<file path="src/shared/btk_pkg.sv">
// Constants for the BCD calendar timekeeper
package btk_pkg;
   // Register selects on the special-function port
   localparam logic [2:0] REG_CFG = 3'h0;
   localparam logic [2:0] REG_VALH = 3'h1;
   localparam logic [2:0] REG_VALL = 3'h2;
   localparam logic [2:0] REG_ALRM_CFG = 3'h3;
   localparam logic [2:0] REG_ALRM_VALH = 3'h4;
   localparam logic [2:0] REG_ALRM_VALL = 3'h5;
   localparam logic [2:0] REG_PAD = 3'h6;
   localparam logic [2:0] REG_KEY = 3'h7;
   // Configuration and pad register fields
   localparam int CFG_RUN_BIT = 7;
   localparam int CFG_UNLOCK_BIT = 5;
   localparam int CFG_SYNC_BIT = 4;
   localparam int PAD_SEL_LO = 1;
   localparam logic [1:0] PAD_SEL_OSC = 2'h2;
   // Window pointer values
   localparam logic [1:0] PTR_MINUTE_SECOND_PAIR = 2'h0;
   localparam logic [1:0] PTR_WDHR = 2'h1;
   localparam logic [1:0] PTR_MTHDAY = 2'h2;
   localparam logic [1:0] PTR_YEAR = 2'h3;
   // Field masks, unused bits read zero
   localparam logic [7:0] MASK_MINUTE_SECOND_PAIR = 8'h7F;
   localparam logic [7:0] MASK_HOUR = 8'h3F;
   localparam logic [7:0] MASK_DAY = 8'h3F;
   localparam logic [7:0] MASK_MONTH = 8'h1F;
   localparam logic [7:0] MASK_WDAY = 8'h07;
   localparam logic [7:0] MASK_YEAR = 8'hFF;
   // BCD limits
   localparam logic [7:0] BCD_ZERO = 8'h00;
   localparam logic [7:0] BCD_ONE = 8'h01;
   localparam logic [7:0] SEC_LAST = 8'h59;
   localparam logic [7:0] HOUR_LAST = 8'h23;
   localparam logic [7:0] MONTH_LAST = 8'h12;
   localparam logic [7:0] YEAR_LAST = 8'h99;
   localparam logic [7:0] WDAY_LAST = 8'h06;
   localparam logic [7:0] DAYS_31 = 8'h31;
   localparam logic [7:0] DAYS_30 = 8'h30;
   localparam logic [7:0] DAYS_29 = 8'h29;
   localparam logic [7:0] DAYS_28 = 8'h28;
   localparam logic [7:0] MONTH_FEB = 8'h02;
   // Unlock key sequence
   localparam logic [7:0] KEY_FIRST = 8'h55;
   localparam logic [7:0] KEY_SECOND = 8'hAA;
   // Prescaler: 32768 oscillator edges per second
   localparam logic [13:0] PRESC_LAST = 14'h3FFF;
   localparam logic [13:0] SYNC_LEAD = 14'h0020;
   // Reset values
   localparam logic [7:0] RST_DATE = 8'h01;
   localparam logic [7:0] RST_TIME = 8'h00;
endpackage : btk_pkg

</file>
<file path="src/btk_timekeeper.sv">
// BCD real-time clock and calendar counter with value windows
// Operation
// - Alarm minutes: tens bits 6-4, ones 3-0
// - Alarm seconds: tens bits 6-4, ones 3-0
// - Unused value register bits read zero
// - Run enable write needs unlock already set
// - Time and date value window writes ignored while locked; alarm window writes are not gated
// - Counter clock: crystal or internal, config bit
// - Internal oscillator routed to pin by pad field, only while it also clocks the counter
// - Day rollover clears time, increments day
// - After December 31 go to January 1
// - Weekday counts 0 to 6, no carry
// - Year wraps 99 to 00
// - BCD digit carries at ten
// - Month lengths 31 or 30, February special
// - February 29 days when year divisible four
// - Years 2000-2099, divisibility by four only
// - All fields second and coarser writable
// - Run enable counts, even during adjustment
// - Minute/second write resets both prescalers
// - Written values take effect same cycle
// - Half-second read-only, cleared by seconds write
// - Rollover pending flag low when access safe
// - High window access decrements pointer to zero
// - Unlock settable only right after key sequence
`timescale 1ns/1ps
module btk_timekeeper
(
   input wire logic mclk,
   input wire logic reset_n,
   input wire logic secondary_crystal_oscillator_clk,
   input wire logic lfosc_clk,
   input wire logic config_word_three_low,
   input wire logic wr_en,
   input wire logic rd_en,
   input wire logic [2:0] addr,
   input wire logic [7:0] wdata,
   output logic [7:0] rdata_q,
   output logic cal_pin_q,
   output logic second_pulse_q
);
   localparam int PAD_HI = btk_pkg::PAD_SEL_LO + 1;
   logic osc_prev_q, osc_lvl, osc_edge, half_q, half_tick, sec_tick;
   logic run_q, unlock_q, key_stage_q, armed_q;
   logic [13:0] presc_q;
   logic [1:0] ptr_q, aptr_q, pad_sel_q;
   logic [7:0] sec_q, min_q, hour_q, wday_q, day_q, month_q, year_q;
   logic [7:0] amin_q, asec_q, ahour_q, awday_q, aday_q, amonth_q;
   logic [7:0] sec_n, min_n, hour_n, day_n, month_n, year_n;
   logic sec_w, min_w, hour_w, day_w, month_w, year_w;
   logic [7:0] day_last;
   logic leap;
   logic wr_cfg, wr_valh, wr_vall, wr_key, acc_valh, minute_second_pair_wr;
   logic sync_flag;

   // Clock source select, edge of the chosen oscillator
   assign osc_lvl = config_word_three_low ? lfosc_clk : secondary_crystal_oscillator_clk;
   assign osc_edge = osc_lvl & ~osc_prev_q;
   assign half_tick = run_q && osc_edge && (presc_q == btk_pkg::PRESC_LAST);
   assign sec_tick = half_tick && half_q;
   assign wr_cfg = wr_en && (addr == btk_pkg::REG_CFG);
   assign wr_key = wr_en && (addr == btk_pkg::REG_KEY);
   assign wr_valh = wr_en && (addr == btk_pkg::REG_VALH) && unlock_q;
   assign wr_vall = wr_en && (addr == btk_pkg::REG_VALL) && unlock_q;
   assign acc_valh = (wr_en || rd_en) && (addr == btk_pkg::REG_VALH);
   assign minute_second_pair_wr = (wr_valh || wr_vall) && (ptr_q == btk_pkg::PTR_MINUTE_SECOND_PAIR);

   // Year in 2000-2099: BCD divisibility by four
   always_comb
   begin
      leap = year_q[4] ? (year_q[3:0] == 4'h2 || year_q[3:0] == 4'h6)
                       : (year_q[3:0] == 4'h0 || year_q[3:0] == 4'h4
                          || year_q[3:0] == 4'h8);
      case (month_q)
         8'h04, 8'h06, 8'h09, 8'h11: day_last = btk_pkg::DAYS_30;
         btk_pkg::MONTH_FEB: day_last = leap ? btk_pkg::DAYS_29 : btk_pkg::DAYS_28;
         default: day_last = btk_pkg::DAYS_31;
      endcase
   end

   // Field increments; carries at ten
   btk_bcd_step u_sec (.val(sec_q), .lo(btk_pkg::BCD_ZERO), .hi(btk_pkg::SEC_LAST),
      .nxt(sec_n), .wrap(sec_w));
   btk_bcd_step u_min (.val(min_q), .lo(btk_pkg::BCD_ZERO), .hi(btk_pkg::SEC_LAST),
      .nxt(min_n), .wrap(min_w));
   btk_bcd_step u_hour (.val(hour_q), .lo(btk_pkg::BCD_ZERO), .hi(btk_pkg::HOUR_LAST),
      .nxt(hour_n), .wrap(hour_w));
   btk_bcd_step u_day (.val(day_q), .lo(btk_pkg::BCD_ONE), .hi(day_last),
      .nxt(day_n), .wrap(day_w));
   btk_bcd_step u_month (.val(month_q), .lo(btk_pkg::BCD_ONE), .hi(btk_pkg::MONTH_LAST),
      .nxt(month_n), .wrap(month_w));
   btk_bcd_step u_year (.val(year_q), .lo(btk_pkg::BCD_ZERO), .hi(btk_pkg::YEAR_LAST),
      .nxt(year_n), .wrap(year_w));

   // Oscillator edge detect and prescalers
   always_ff @(posedge mclk)
   begin
      if (!reset_n)
      begin
         osc_prev_q <= 1'b0;
         presc_q <= '0;
         half_q <= 1'b0;
      end
      else
      begin
         osc_prev_q <= osc_lvl;
         if (minute_second_pair_wr)
            presc_q <= '0;
         else if (run_q && osc_edge)
            presc_q <= presc_q + 14'h0001;
         if (minute_second_pair_wr)
            half_q <= 1'b0;
         else if (half_tick)
            half_q <= ~half_q;
      end
   end

   // Unlock key sequence; armed for a single cycle only
   always_ff @(posedge mclk)
   begin
      if (!reset_n)
      begin
         key_stage_q <= 1'b0;
         armed_q <= 1'b0;
      end
      else
      begin
         armed_q <= wr_key && key_stage_q && (wdata == btk_pkg::KEY_SECOND);
         if (wr_key)
            key_stage_q <= (wdata == btk_pkg::KEY_FIRST);
      end
   end

   // Configuration register
   always_ff @(posedge mclk)
   begin
      if (!reset_n)
      begin
         run_q <= 1'b0;
         unlock_q <= 1'b0;
         ptr_q <= btk_pkg::PTR_MINUTE_SECOND_PAIR;
         aptr_q <= btk_pkg::PTR_MINUTE_SECOND_PAIR;
         pad_sel_q <= 2'h0;
      end
      else
      begin
         if (wr_cfg)
         begin
            ptr_q <= wdata[1:0];
            if (unlock_q)
               run_q <= wdata[btk_pkg::CFG_RUN_BIT];
            if (!wdata[btk_pkg::CFG_UNLOCK_BIT])
               unlock_q <= 1'b0;
            else if (armed_q)
               unlock_q <= 1'b1;
         end
         else if (acc_valh && ptr_q != btk_pkg::PTR_MINUTE_SECOND_PAIR)
            ptr_q <= ptr_q - 2'h1;
         if (wr_en && addr == btk_pkg::REG_ALRM_CFG)
            aptr_q <= wdata[1:0];
         else if ((wr_en || rd_en) && addr == btk_pkg::REG_ALRM_VALH
                  && aptr_q != btk_pkg::PTR_MINUTE_SECOND_PAIR)
            aptr_q <= aptr_q - 2'h1;
         if (wr_en && addr == btk_pkg::REG_PAD)
            pad_sel_q <= wdata[PAD_HI:btk_pkg::PAD_SEL_LO];
      end
   end

   // Time of day; write wins over same-cycle tick
   always_ff @(posedge mclk)
   begin
      if (!reset_n)
      begin
         sec_q <= btk_pkg::RST_TIME;
         min_q <= btk_pkg::RST_TIME;
         hour_q <= btk_pkg::RST_TIME;
         wday_q <= btk_pkg::RST_TIME;
      end
      else
      begin
         if (sec_tick)
         begin
            sec_q <= sec_n;
            if (sec_w)
            begin
               min_q <= min_n;
               if (min_w)
               begin
                  hour_q <= hour_n;
                  if (hour_w)
                     wday_q <= (wday_q >= btk_pkg::WDAY_LAST) ? btk_pkg::BCD_ZERO
                               : wday_q + 8'h01;
               end
            end
         end
         if (wr_vall && ptr_q == btk_pkg::PTR_MINUTE_SECOND_PAIR)
            sec_q <= wdata & btk_pkg::MASK_MINUTE_SECOND_PAIR;
         if (wr_valh && ptr_q == btk_pkg::PTR_MINUTE_SECOND_PAIR)
            min_q <= wdata & btk_pkg::MASK_MINUTE_SECOND_PAIR;
         if (wr_vall && ptr_q == btk_pkg::PTR_WDHR)
            hour_q <= wdata & btk_pkg::MASK_HOUR;
         if (wr_valh && ptr_q == btk_pkg::PTR_WDHR)
            wday_q <= wdata & btk_pkg::MASK_WDAY;
      end
   end

   // Calendar date
   always_ff @(posedge mclk)
   begin
      if (!reset_n)
      begin
         day_q <= btk_pkg::RST_DATE;
         month_q <= btk_pkg::RST_DATE;
         year_q <= btk_pkg::RST_TIME;
      end
      else
      begin
         if (sec_tick && sec_w && min_w && hour_w)
         begin
            day_q <= day_n;
            if (day_w)
            begin
               month_q <= month_n;
               if (month_w)
                  year_q <= year_n;
            end
         end
         if (wr_vall && ptr_q == btk_pkg::PTR_MTHDAY)
            day_q <= wdata & btk_pkg::MASK_DAY;
         if (wr_valh && ptr_q == btk_pkg::PTR_MTHDAY)
            month_q <= wdata & btk_pkg::MASK_MONTH;
         if (wr_vall && ptr_q == btk_pkg::PTR_YEAR)
            year_q <= wdata & btk_pkg::MASK_YEAR;
      end
   end

   // Alarm values; matching not built here
   always_ff @(posedge mclk)
   begin
      if (!reset_n)
      begin
         amin_q <= btk_pkg::RST_TIME;
         asec_q <= btk_pkg::RST_TIME;
         ahour_q <= btk_pkg::RST_TIME;
         awday_q <= btk_pkg::RST_TIME;
         aday_q <= btk_pkg::RST_DATE;
         amonth_q <= btk_pkg::RST_DATE;
      end
      else if (wr_en && addr == btk_pkg::REG_ALRM_VALH)
         case (aptr_q)
            btk_pkg::PTR_MINUTE_SECOND_PAIR: amin_q <= wdata & btk_pkg::MASK_MINUTE_SECOND_PAIR;
            btk_pkg::PTR_WDHR: awday_q <= wdata & btk_pkg::MASK_WDAY;
            btk_pkg::PTR_MTHDAY: amonth_q <= wdata & btk_pkg::MASK_MONTH;
            default: amin_q <= amin_q;
         endcase
      else if (wr_en && addr == btk_pkg::REG_ALRM_VALL)
         case (aptr_q)
            btk_pkg::PTR_MINUTE_SECOND_PAIR: asec_q <= wdata & btk_pkg::MASK_MINUTE_SECOND_PAIR;
            btk_pkg::PTR_WDHR: ahour_q <= wdata & btk_pkg::MASK_HOUR;
            btk_pkg::PTR_MTHDAY: aday_q <= wdata & btk_pkg::MASK_DAY;
            default: asec_q <= asec_q;
         endcase
   end

   // Pending flag raised shortly before a second tick; software polls it
   assign sync_flag = run_q && half_q && (presc_q >= btk_pkg::PRESC_LAST - btk_pkg::SYNC_LEAD);

   // Read port and pins, all registered
   always_ff @(posedge mclk)
   begin
      if (!reset_n)
      begin
         rdata_q <= 8'h00;
         cal_pin_q <= 1'b0;
         second_pulse_q <= 1'b0;
      end
      else
      begin
         second_pulse_q <= sec_tick;
         // Only the internal source may be driven out
         cal_pin_q <= config_word_three_low && (pad_sel_q == btk_pkg::PAD_SEL_OSC)
                      && lfosc_clk;
         if (rd_en)
            case (addr)
               btk_pkg::REG_CFG: rdata_q <= {run_q, 1'b0, unlock_q, sync_flag, 2'h0,
                                             ptr_q};
               btk_pkg::REG_VALH:
                  case (ptr_q)
                     btk_pkg::PTR_MINUTE_SECOND_PAIR: rdata_q <= min_q;
                     btk_pkg::PTR_WDHR: rdata_q <= wday_q;
                     btk_pkg::PTR_MTHDAY: rdata_q <= month_q;
                     default: rdata_q <= 8'h00;
                  endcase
               btk_pkg::REG_VALL:
                  case (ptr_q)
                     btk_pkg::PTR_MINUTE_SECOND_PAIR: rdata_q <= sec_q;
                     btk_pkg::PTR_WDHR: rdata_q <= hour_q;
                     btk_pkg::PTR_MTHDAY: rdata_q <= day_q;
                     default: rdata_q <= year_q;
                  endcase
               btk_pkg::REG_ALRM_CFG: rdata_q <= {6'h00, aptr_q};
               btk_pkg::REG_ALRM_VALH:
                  case (aptr_q)
                     btk_pkg::PTR_MINUTE_SECOND_PAIR: rdata_q <= amin_q;
                     btk_pkg::PTR_WDHR: rdata_q <= awday_q;
                     btk_pkg::PTR_MTHDAY: rdata_q <= amonth_q;
                     default: rdata_q <= 8'h00;
                  endcase
               btk_pkg::REG_ALRM_VALL:
                  case (aptr_q)
                     btk_pkg::PTR_MINUTE_SECOND_PAIR: rdata_q <= asec_q;
                     btk_pkg::PTR_WDHR: rdata_q <= ahour_q;
                     btk_pkg::PTR_MTHDAY: rdata_q <= aday_q;
                     default: rdata_q <= 8'h00;
                  endcase
               // Half-second visible here, never writable
               btk_pkg::REG_PAD: rdata_q <= {4'h0, half_q, pad_sel_q, 1'b0};
               default: rdata_q <= 8'h00;
            endcase
      end
   end

   run_lock_a: assert property (@(posedge mclk) disable iff (!reset_n)
      wr_cfg && !unlock_q |=> run_q == $past(run_q))
      else $error("run enable changed while locked");
   win_lock_a: assert property (@(posedge mclk) disable iff (!reset_n)
      wr_en && addr == btk_pkg::REG_VALL && ptr_q == btk_pkg::PTR_MINUTE_SECOND_PAIR && !unlock_q
      && !sec_tick |=> sec_q == $past(sec_q))
      else $error("locked window write took effect");
   ptr_step_a: assert property (@(posedge mclk) disable iff (!reset_n)
      acc_valh && !wr_cfg && ptr_q != 2'h0 |=> ptr_q == $past(ptr_q) - 2'h1)
      else $error("pointer did not decrement");
   ptr_floor_a: assert property (@(posedge mclk) disable iff (!reset_n)
      acc_valh && ptr_q == 2'h0 |=> ptr_q == 2'h0)
      else $error("pointer left zero");
   presc_clear_a: assert property (@(posedge mclk) disable iff (!reset_n)
      minute_second_pair_wr |=> presc_q == 14'h0000 && !half_q)
      else $error("prescaler not cleared");
   unlock_key_a: assert property (@(posedge mclk) disable iff (!reset_n)
      wr_cfg && !armed_q && !unlock_q |=> !unlock_q)
      else $error("unlock set without key");
   sec_wrap_a: assert property (@(posedge mclk) disable iff (!reset_n)
      sec_tick && sec_q == 8'h59 && !minute_second_pair_wr |=> sec_q == 8'h00)
      else $error("seconds did not wrap");
   day_roll_a: assert property (@(posedge mclk) disable iff (!reset_n)
      sec_tick && sec_q == 8'h59 && min_q == 8'h59 && hour_q == 8'h23 && !wr_en
      |=> hour_q == 8'h00 && day_q != $past(day_q))
      else $error("day rollover wrong");
   year_end_a: assert property (@(posedge mclk) disable iff (!reset_n)
      sec_tick && sec_w && min_w && hour_w && day_q == 8'h31 && month_q == 8'h12 && !wr_en
      |=> day_q == 8'h01 && month_q == 8'h01)
      else $error("year end rollover wrong");
   feb_leap_a: assert property (@(posedge mclk) disable iff (!reset_n)
      month_q == 8'h02 && year_q == 8'h24 |-> day_last == 8'h29)
      else $error("leap February wrong");
   blank_bit_a: assert property (@(posedge mclk) disable iff (!reset_n)
      rd_en && addr == btk_pkg::REG_ALRM_VALH && aptr_q == 2'h0 |=> !rdata_q[7])
      else $error("unused bit read one");
   tick_cov: cover property (@(posedge mclk) disable iff (!reset_n) sec_tick);
   unlock_cov: cover property (@(posedge mclk) disable iff (!reset_n) armed_q ##1 unlock_q);
   day_cov: cover property (@(posedge mclk) disable iff (!reset_n)
      sec_tick && hour_w && min_w && sec_w);
endmodule : btk_timekeeper

</file>
<file path="src/btk_bcd_step.sv">
// One BCD field increment with wrap
`timescale 1ns/1ps
module btk_bcd_step
(
   input wire logic [7:0] val,
   input wire logic [7:0] lo,
   input wire logic [7:0] hi,
   output logic [7:0] nxt,
   output logic wrap
);
   always_comb
   begin
      wrap = 1'b0;
      if (val >= hi)
      begin
         nxt = lo;
         wrap = 1'b1;
      end
      else if (val[3:0] >= 4'h9)
      begin
         nxt = {val[7:4] + 4'h1, 4'h0};
      end
      else
      begin
         nxt = {val[7:4], val[3:0] + 4'h1};
      end
   end
endmodule : btk_bcd_step

</file>
<file path="config.mk">
export PLATFORM = sky130hd
export DESIGN_NAME = btk_timekeeper
export DESIGN_NICKNAME = d
export VERILOG_FILES = /design/src/shared/btk_pkg.sv /design/src/btk_timekeeper.sv /design/src/btk_bcd_step.sv
export SDC_FILE = /design/constraint.sdc
export NUM_CORES = 1
export LEC_CHECK = 0
export BUFFER_PORTS_ARGS = -buffer_cell sky130_fd_sc_hd__buf_2
export CAP_MARGIN = 0
export CORE_MARGIN = 2
export CORE_UTILIZATION = 65
export CTS_CLUSTER_SIZE = 16
export DETAILED_ROUTE_END_ITERATION = 7
export GPL_TIMING_DRIVEN = 0
export HOLD_SLACK_MARGIN = 0.1
export PLACE_DENSITY = 0.87
export SYNTH_ARGS = -nofsm -noshare
export SYNTH_HDL_FRONTEND = slang
export SYNTH_SLANG_ARGS = --single-unit
</file>
<file path="constraint.sdc">
create_clock -name mclk -period 6.55 [get_ports mclk]
set_input_delay 1.31 -clock mclk [delete_from_list [all_inputs] [get_ports mclk]]
set_output_delay 1.31 -clock mclk [all_outputs]
set_load 0.005 [all_outputs]
</file>
==> out/metrics.yaml, run 1 <==
critical_path:
  arrival_ps: 4010
  cp-start-kind: "flip-flop"
  crit_start: "month_q[4]$_SDFFE_PN0P_"
  reg2reg_to: "year_q[7]$_SDFFE_PN0P_"
  critPathCapture: "year_q[7]$_SDFFE_PN0P_"
  worstReg2RegStart: "month_q[4]$_SDFFE_PN0P_"
  end_kind: "flip-flop"
  cp_max_fo: 10
  reg2reg_slack_ps: 3030
  r2r_cells: 12
  path_class: "reg2reg"
  cp.required_ps: 7040
synth:
  synth_top_area_frac: 0.348
  ys_seq_elements: 126
  synth_edf_count: 0
  syn_inst: 915
  synth_warnings: 0
  avgSynthCellArea_um2: 7.92
  synthTopCellsByArea: "dfxtp_1, ha_1, nand2_1, a21oi_1, nand3_1"
  synth-main-ff-cell: "dfxtp_1"
  async_flop_share: 0
  yosys.area.top_type: "dfxtp_1"
  synth_fp_nets: 982
  yosysUniqueCellTypes: 68
  synth_seq_area_share: 0.348
  netlist_area_mm2: 0.00725
floorplanning:
  start_util: 0.669
  core_mm2: 0.0108
  die_x_um: 110
  die_h_um: 110
  core.rowCount: 38
  io-pin-count: 28
  dieArea_mm2: 0.0120
clocking:
  hold_buffers: 0
  root_buffer: "clkbuf_8"
  cts_tree: "yes"
  htreeDepth: 4
  cts.reportedPaths.clkPinSlew_ps: 60
  clockBufferDepth: 2
  cts_setup_buffers: 0
  cts_buffers: 17
  clk_latency_ps: 570
  cts_repair_resize_count: 0
  cts_sinks: 126
finish:
  fin_area_mm2: 0.00812
  multi_input_area_mm2: 0.00433
  register_area_mm2: 0.00252
  area_growth_pct: 12.1
  nNetsFinal: 1024
  stdcell_count: 1110
  drive_above_1_share: 0.0732
  fillCellCount: 831
  antenna_cells: 0
sta:
  slew_headroom: 0.275
  tightest_slew_ps: 1080
  finalClockSkew_ps: 11.8
  finalSetupTns_ps: 0
  finalCriticalPeriod_ps: 3520
  grt_setup_unrepaired: "no"
  finalSetupViolations: 0
  final-hold-violation-count: 0
  fin_ws_ps: 3030
  fin_crit_sh: 0.537
  fmax_ghz: 0.284
  slew_violations: 0
routing:
  drc_errors: 0
  vias: 7573
  wl_met1_um: 8560
  routed_via_density: 6.82
  totalWireLength_um: 22500
  firstDrtPassIters: 8
  drtIter0Drc: 1159
  top_layer_used: "met4"
  detail-route-antenna-nets: 0
  wl_met3_um: 2550
  wl_per_cell_um: 20.3
  wl_met2_um: 10100
hold_path:
  min-delay-start: "ahour_q[1]$_SDFFE_PN0P_"
  min_path_type: "reg2reg"
global_routing:
  track_usage: 0.383
  grt_first_pass_wirelength_um: 34700
  grt_max_degree: 17
  antenna_found_initial: 0
  grt_overflow: 0
  grt_pass1_vias: 6843
place:
  numPortBuffers: 23
  place.gp.congestion: 1.01
  post-dp-hpwl_um: 15500
  dp_slack_ps: 2970
  dpl_cell_area_mm2: 0.00754
  placedCellCount: 1078
status:
  outcome: "complete, no violations"
power:
  power.leakage_uw: 0.00307
  total_power_uw: 1820
  p_per_area_mw_per_mm2: 225
  ir_drop_mv: 0.246
run:
  cap_violations: 0
critical path: stages (launching register included):
cell      delay, ps
dfxtp_1         480
inv_1           110
ha_1            220
nor2b_1         140
nand4b_1        180
mux2_2          360
ha_1            270
nor4b_1          40
o221ai_1        470
nand4b_1        280
buf_2           250
or4_1           480
a31oi_1         160
synth_stat cells, drive strengths merged (7+ instances only):
cell type and instances:
o22ai 7, or4 11, ha 49, mux2i 13
nor3 18, and3 14, clkbuf 51, or3 7
nor2b 9, o21ai 58, a222oi 25, inv 46
nand3 63, o211ai 7, dfxtp 126, nor2 83
nand2 94, nand4 17, a21o 7, a31oi 26
nor4 8, and2 7, a21oi 63, xnor2 10
xor2 10, a211oi 11
power by group:
group	switching (µW)	leakage (µW)	total [µW]	internal (µW)
clock	393	0.000283	951	558
combinational	74.3	0.00177	97.3	23.0
sequential	4.07	0.00102	775	771
total	471	0.00307	1820	1350
through the flow:
stage / utilization / hold slack, ps
2_1_floorplan: - / 420
3_3_place_gp: 0.695 / 442
3_5_place_dp: 0.695 / 447
4_1_cts: 0.749 / 456
5_1_grt: 0.749 / 476
6_report: 0.749 / 459
cell type report:
| cell class | count | area share |
|---|---|---|
| flip-flops and latches | 126 | 0.311 |
| plain buffers | 55 | 0.0263 |
| clock buffers | 18 | 0.0527 |
| multi-input cells | 687 | 0.534 |
| inverters | 47 | 0.0217 |
| repair buffers | 23 | 0.0142 |
| clock inverters | 14 | 0.0191 |
| well taps | 140 | 0.0216 |
worst min-delay path by stage:
stage,endpoint,slack [ps],cells after the start
2_1_floorplan,cal_pin_q$_SDFF_PN0_,420,1
3_3_place_gp,ahour_q[2]$_SDFFE_PN0P_,440,2
3_5_place_dp,aday_q[5]$_SDFFE_PN0P_,450,2
4_1_cts,aday_q[5]$_SDFFE_PN0P_,460,2
5_1_grt,ahour_q[5]$_SDFFE_PN0P_,480,2
6_report,ahour_q[1]$_SDFFE_PN0P_,460,2
cell usage in the layout, fill, tap and decap left out, types with 8 or more instances in the layout:
cell type / n
clkbuf_16: 16
a31oi_1: 26
nor2b_1: 9
nand3_1: 63
nor4_1: 8
inv_1: 46
a211oi_1: 11
xnor2_1: 10
or4_1: 11
nand4_1: 15
nor2_1: 83
mux2i_1: 13
a21oi_1: 63
o21ai_0: 56
dfxtp_1: 126
buf_2: 25
a222oi_1: 25
ha_1: 49
xor2_1: 10
and3_1: 14
nand2_1: 93
nor3_1: 17
clkbuf_1: 50
registers in the layout, summed over array words and instances (netlist names), 6 cells and up:
signal   flops
aday_q       6
ahour_q      6
amin_q       7
asec_q       7
day_q        8
hour_q       8
min_q        8
month_q      8
presc_q     14
rdata_q      8
sec_q        8
wday_q       8
year_q       8
metal layers:
metal,GRT usage,vias up
met2,0.586,467
met3,0.101,117
li1,-,3437
met4,0.238,0
met1,0.478,3552
met5,0,-
logic make-up (layout without fill, tap and decap cells):
family,Yosys count,count (layout),synth area share
and+or+nand+nor,365,365,0.255
AOI/OAI and AO/OA,239,239,0.214
DFF,126,126,0.348
buffers and inverters,102,157,0.0539
adders and majority gates,49,49,0.0846
xor gates and xnor gates,20,20,0.0242
muxes,14,14,0.0195
Note: power is estimated with default switching activity, not from simulation.
==> inputs of run 2 (changes only) <==
Settings changed: ABC_AREA from default to 1, CORE_UTILIZATION 65 to 63, PLACE_DENSITY 0.87 to 0.85.
Clock period 6.55 ns to 3.45 ns, I/O delays scaled along.
==> run 2 against run 1 <==
Compared with the run above:
- register-to-register slack worse by 2600 ps
- synthesized cell count is 21% higher
- clock power is 95% higher
- core utilization is 3.3 points lower
- worst hold slack worse by 33 ps
- clock skew is 0.60 ps lower
- non-clock buffer count is 25 lower
- synthesized area is 4.7% higher
==> out/metrics.yaml, run 2 <==
status:
  outcome: "complete, no violations"
critical_path:
  critPathCapture: "month_q[3]$_SDFFE_PN0P_"
  reg2reg_slack_ps: 480
  crit_buf_inv: 1
  path_class: "reg2reg"
  end_kind: "flip-flop"
  cp-start-kind: "flip-flop"
  r2r_cells: 16
  cp.depth: 16
  crit_start: "month_q[0]$_SDFFE_PN1P_"
  cp_slowest_stage_delay_ps: 450
  crit_chain: "inv_1, ha_1, o21ai_0, o21ai_0, a32oi_1, nor2_1, a31oi_1, ha_1, nand4_1, nor2_1, nor2_1, nand2_1, nand2_2, nand2_1, nand2_1, a21oi_1"
  crit_path_top_delay_cell: "dfxtp_1"
  cp.required_ps: 3730
  cpLargestDelayFamily: "simple AND/OR/NAND/NOR gates"
  reg2reg_to: "month_q[3]$_SDFFE_PN0P_"
  arrival_ps: 3250
  worstReg2RegStart: "month_q[0]$_SDFFE_PN1P_"
  cp_max_fo: 6
clocking:
  root_buffer: "clkbuf_16"
  hold_buffers: 0
  cts_tree: "yes"
  clk_latency_ps: 430
  clockBufferDepth: 2
  cts.reportedPaths.clkPinSlew_ps: 60
  cts_setup_buffers: 0
  htreeDepth: 4
  cts_repair_resize_count: 0
  cts_buffers: 17
  cts_sinks: 126
synth:
  synthTopCellsByCount: "nand2_1, dfxtp_1, inv_1, a21oi_1, nand3_1"
  synth_seq_area_share: 0.332
  synth_top_area_frac: 0.332
  ys_seq_elements: 126
  yosys.area.top_type: "dfxtp_1"
  synth_warnings: 0
  synth-main-ff-cell: "dfxtp_1"
  synth_edf_count: 0
  syn_inst: 1108
  synthTopCellsByArea: "dfxtp_1, nand2_1, ha_1, a21oi_1, inv_1"
  post-synth-top-count-cell: "nand2_1"
  synth_fp_nets: 1175
  yosysUniqueCellTypes: 47
  avgSynthCellArea_um2: 6.85
  async_flop_share: 0
  netlist_area_mm2: 0.00759
sta:
  finalSetupViolations: 0
  fin_crit_sh: 0.861
  slew_violations: 0
  fmax_ghz: 0.337
  fin_ws_ps: 480
  slew_headroom: 0.429
  grt_setup_unrepaired: "no"
  finalClockSkew_ps: 11.2
  finalSetupTns_ps: 0
  finalCriticalPeriod_ps: 2970
  final-hold-violation-count: 0
  tightest_slew_ps: 850
global_routing:
  antenna_found_initial: 0
  grt_pass1_vias: 7206
  track_usage: 0.358
  grt_overflow: 0
  grt_max_degree: 17
  grt_first_pass_wirelength_um: 36100
power:
  ir_drop_mv: 0.455
  power.internal_uw: 2670
  seqPwrFrac: 0.421
  switching_share: 0.238
  power.leakage_uw: 0.00357
  power_frac_clock: 0.528
  total_power_uw: 3500
  combinationalPowerShare: 0.051
  p_per_area_mw_per_mm2: 412
  p_sw_uw: 832
finish:
  multi_input_area_mm2: 0.00441
  drive_above_1_share: 0.0911
  final_common_cell: "nand2_1"
  final_util: 0.716
  fillCellCount: 1026
  nNetsFinal: 1217
  largest_reg_flops: 14
  max_flop_register: "presc_q"
  final_cell_mix: "nand2_1, dfxtp_1, inv_1, a21oi_1, nand3_1"
  area_growth_pct: 11.9
  fin_area_mm2: 0.00849
  antenna_cells: 0
  register_area_mm2: 0.00252
hold_path:
  min_path_type: "reg2reg"
routing:
  detail-route-antenna-nets: 0
  firstDrtPassIters: 6
  drtIter0Drc: 1016
  drc_errors: 0
  totalWireLength_um: 22600
  wl_per_cell_um: 17.3
  routed_via_density: 6.04
  vias: 7915
place:
  place.gp.congestion: 1.10
  numPortBuffers: 23
  dpl_cell_area_mm2: 0.00789
  post-dp-hpwl_um: 16200
  dp_slack_ps: 478
floorplanning:
  core.rowCount: 40
  core_mm2: 0.0119
  die_x_um: 114
  die_h_um: 114
  start_util: 0.640
  io-pin-count: 28
  dieArea_mm2: 0.0129
run:
  cap_violations: 0
==> run 2: cell type report <==
type	instances	area share
well taps	147	0.0217
plain buffers	30	0.0152
inverters	141	0.0623
multi-input cells	811	0.519
repair buffers	23	0.0136
clock inverters	11	0.0165
clock buffers	21	0.0542
flip-flops and latches	126	0.297
==> run 2: how the worst min path moves through the flow <==
| stage | cells past startpoint | end | slack, ps | start |
|---|---|---|---|---|
| floorplan | 1 | cal_pin_q$_SDFF_PN0_ | 400 | pad_sel_q[0]$_SDFFE_PN0P_ |
| global placement | 1 | cal_pin_q$_SDFF_PN0_ | 410 | pad_sel_q[0]$_SDFFE_PN0P_ |
| detailed placement | 1 | cal_pin_q$_SDFF_PN0_ | 420 | pad_sel_q[0]$_SDFFE_PN0P_ |
| CTS | 1 | cal_pin_q$_SDFF_PN0_ | 430 | pad_sel_q[0]$_SDFFE_PN0P_ |
| global route | 1 | cal_pin_q$_SDFF_PN0_ | 470 | pad_sel_q[0]$_SDFFE_PN0P_ |
| finish | 1 | cal_pin_q$_SDFF_PN0_ | 430 | pad_sel_q[0]$_SDFFE_PN0P_ |
==> run 2: cells by family (layout without fill, tap and decap cells) <==
kind of cell	count (synthesis)	after routing	synth area share
compound gates	246	246	0.181
xor+xnor	27	27	0.0312
fa+ha+maj	49	49	0.0808
buf+inv	171	226	0.0867
flops	126	126	0.332
mux	1	1	0.00148
simple gates	488	488	0.287
==> run 2: per-stage QoR <==
stage                     hold WS [ps]  cells
after detailed placement           416   1278
after global routing               472   1310
after floorplan                    399   1108
final                              426   1310
after CTS                          428   1310
after global placement             414   1278
==> run 2: power by group through the flow <==
stage                     logic (µW)  clock network [µW]  registers [µW]
after floorplan                 96.1                   0            1500
after global placement           164                   0            1500
after detailed placement         166                   0            1500
after CTS                        168                1850            1470
after global routing             186                1920            1470
final                            178                1850            1470
==> run 2: worst register-to-register path: stages, from the launching register on <==
cell     delay [ps]
dfxtp_1         450
inv_1           130
ha_1            220
o21ai_0         140
o21ai_0         100
a32oi_1         250
nor2_1           80
a31oi_1         170
ha_1            250
nand4_1          90
nor2_1           40
nor2_1          190
nand2_1         210
nand2_2         180
nand2_1         140
nand2_1         120
a21oi_1          70
==> run 2: layer usage <==
layer	track usage	wire [µm]
met5	0	0
met4	0.180	1100
met1	0.466	9090
met2	0.552	9860
met3	0.0903	2560
==> inputs of run 3 (changes only) <==
Settings changed: BUFFER_PORTS_ARGS -buffer_cell sky130_fd_sc_hd__buf_2 to -buffer_cell sky130_fd_sc_hd__clkbuf_2, CORE_UTILIZATION 63 to 64, PLACE_DENSITY 0.85 to 0.86, SYNTH_HIERARCHICAL from default to 1.
==> run 3 against run 2 <==
Compared with the run above:
- die area up 26%
- largest cell class unchanged
- global-route usage down 1.8 points
- non-clock buffer count up 8
- clock skew down 3.4 ps
- routed wire length up 21%
- critical path depth up 3
- total power up 2.3%
- core utilization up 2.1 points
- largest power group unchanged
- worst setup slack worse by 150 ps
- sequential power about the same
- critical endpoint is now day_q[3]$_SDFFE_PN0P_
- clock power about the same
==> out/metrics.yaml, run 3 <==
sta:
  fin_crit_sh: 0.905
  finalSetupViolations: 0
  finalCriticalPeriod_ps: 3120
  grt_setup_unrepaired: "no"
  fmax_ghz: 0.320
  slew_headroom: 0.457
  whs_ps: 455
  slew_violations: 0
  finalSetupTns_ps: 0
  finalClockSkew_ps: 7.77
  tightest_slew_ps: 815
  final-hold-violation-count: 0
status:
  outcome: "complete, no violations"
routing:
  drtIter0Drc: 1106
  totalWireLength_um: 27400
  firstDrtPassIters: 7
  drc_errors: 0
  routed_via_density: 5.54
  vias: 10315
  detail-route-antenna-nets: 0
  wl_per_cell_um: 14.7
synth:
  avgSynthCellArea_um2: 6.41
  synth_top_area_frac: 0.257
  post-synth-top-count-cell: "nand2_1"
  yosys.area.top_type: "dfxtp_1"
  synth_warnings: 6
  syn_inst: 1531
  synth_edf_count: 0
  async_flop_share: 0
  synthTopCellsByArea: "dfxtp_1, nand2_1, ha_1, inv_1, nand3_1"
  yosysUniqueCellTypes: 53
  synth-main-ff-cell: "dfxtp_1"
  ys_seq_elements: 126
  synth_seq_area_share: 0.257
  synthTopCellsByCount: "nand2_1, inv_1, dfxtp_1, nand3_1, a21oi_1"
  netlist_area_mm2: 0.00982
clocking:
  clk_latency_ps: 430
  cts_tree: "yes"
  clockBufferDepth: 2
  htreeDepth: 4
  hold_buffers: 0
  cts_buffers: 17
  root_buffer: "clkbuf_16"
  cts_sinks: 126
  cts.reportedPaths.clkPinSlew_ps: 60
floorplanning:
  die_h_um: 128
  core_mm2: 0.0151
  core.rowCount: 45
  start_util: 0.651
  dieArea_mm2: 0.0164
  die_x_um: 128
  io-pin-count: 28
global_routing:
  track_usage: 0.339
  grt_util_met3: 0.0630
  grt_pass1_vias: 9132
  grt_busiest_layer: "met2"
  met2_usage: 0.560
  grt_overflow: 0
  grt_first_pass_wirelength_um: 44300
  grt_max_degree: 17
  antenna_found_initial: 0
  use_met1: 0.445
finish:
  final_common_cell: "nand2_1"
  drive_above_1_share: 0.0872
  nNetsFinal: 1764
  largest_reg_flops: 14
  area_growth_pct: 13.2
  final_cell_mix: "nand2_1, inv_1, dfxtp_1, nand3_1, a21oi_1"
  max_flop_register: "presc_q"
  antenna_cells: 0
critical_path:
  cp-start-kind: "flip-flop"
  cp.required_ps: 3800
  path_class: "reg2reg"
  arrival_ps: 3470
  cp_max_fo: 8
  end_kind: "flip-flop"
place:
  numPortBuffers: 21
  place.gp.congestion: 0.988
  post-dp-hpwl_um: 20500
hold_path:
  min_path_type: "reg2reg"
run:
  cap_violations: 0
power:
  p_per_area_mw_per_mm2: 322
  power.leakage_uw: 0.00542
  ir_drop_mv: 0.430
==> run 3: cells by family (layout without fill, tap and decap cells) <==
family          count (synthesis)  in the layout  synth area share
simple gates                  783            783             0.362
compound gates                271            271             0.154
buf+inv                       245            298             0.102
flops                         126            126             0.257
fa+ha+maj                      84             84             0.107
xor+xnor                       19             19            0.0169
other cells                     2             93          0.000765
mux                             1              1           0.00115
==> run 3: routing by layer <==
| metal | wire (µm) | part of all wire |
|---|---|---|
| met5 | 0 | 0 |
| met4 | 995 | 0.036 |
| met3 | 2490 | 0.091 |
| met2 | 12400 | 0.45 |
| met1 | 11600 | 0.42 |
==> run 3: what timing repair did <==
action | CTS | global route
gates resized for setup | 0 | 1
buffers inserted | 0 | 0
endpoints found under the setup margin | 0 | 9
==> run 3: report_power, final <==
| group | switching (µW) | total [µW] | leakage (µW) | internal [µW] |
|---|---|---|---|---|
| clock | 664 | 1860 | 0.000294 | 1190 |
| sequential | 7.12 | 1470 | 0.00102 | 1470 |
| combinational | 187 | 251 | 0.00411 | 63.9 |
| total | 858 | 3580 | 0.00542 | 2720 |
==> run 3: worst paths after layout <==
kind,from,end,slack [ps],depth (start not counted)
max,month_q[2]$_SDFFE_PN0P_,day_q[3]$_SDFFE_PN0P_,330,19
min,amin_q[0]$_SDFFE_PN0P_,amin_q[0]$_SDFFE_PN0P_,460,2
max reg2reg,month_q[2]$_SDFFE_PN0P_,day_q[3]$_SDFFE_PN0P_,330,19
min reg2reg,amin_q[0]$_SDFFE_PN0P_,amin_q[0]$_SDFFE_PN0P_,460,2
==> run 3: layout make-up <==
class / count / area [µm²]
plain buffers: 40 / 225
clock buffers: 23 / 478
clock inverters: 9 / 133
fillers: 1301 / 3970
inverters: 205 / 772
multi-input cells: 1251 / 6650
flip-flops and latches: 126 / 2520
well taps: 188 / 235
repair buffers: 21 / 105
==> run 3: critical path: stages, from the launching register on <==
cell and delay (ps):
dfxtp_1 410, nor2_1 180, inv_1 80, nor4_2 500
o2111ai_1 310, nand2_1 190, ha_1 260, inv_1 60
nand2_1 40, nand2_1 50, nand2_1 50, nand2_1 50
nand2_1 40, nand2_1 210, nand3_1 100, nand2_1 90
nand2_1 60, o21ai_1 110, nand2_1 120, a21oi_2 140
==> run 3: through the flow <==
step / instance area, µm² / util / total power, µW / std cells / setup WS [ps]
finish: 11100 / 0.737 / 3580 / 1863 / 328
global route: 11100 / 0.737 / 3670 / 1863 / 101
CTS: 11100 / 0.736 / 3570 / 1863 / 203
detailed placement: 10500 / 0.696 / 1740 / 1831 / 241
global placement: 10500 / 0.696 / 1740 / 1831 / 339
floorplan: 10200 / - / 1670 / 1622 / 1070
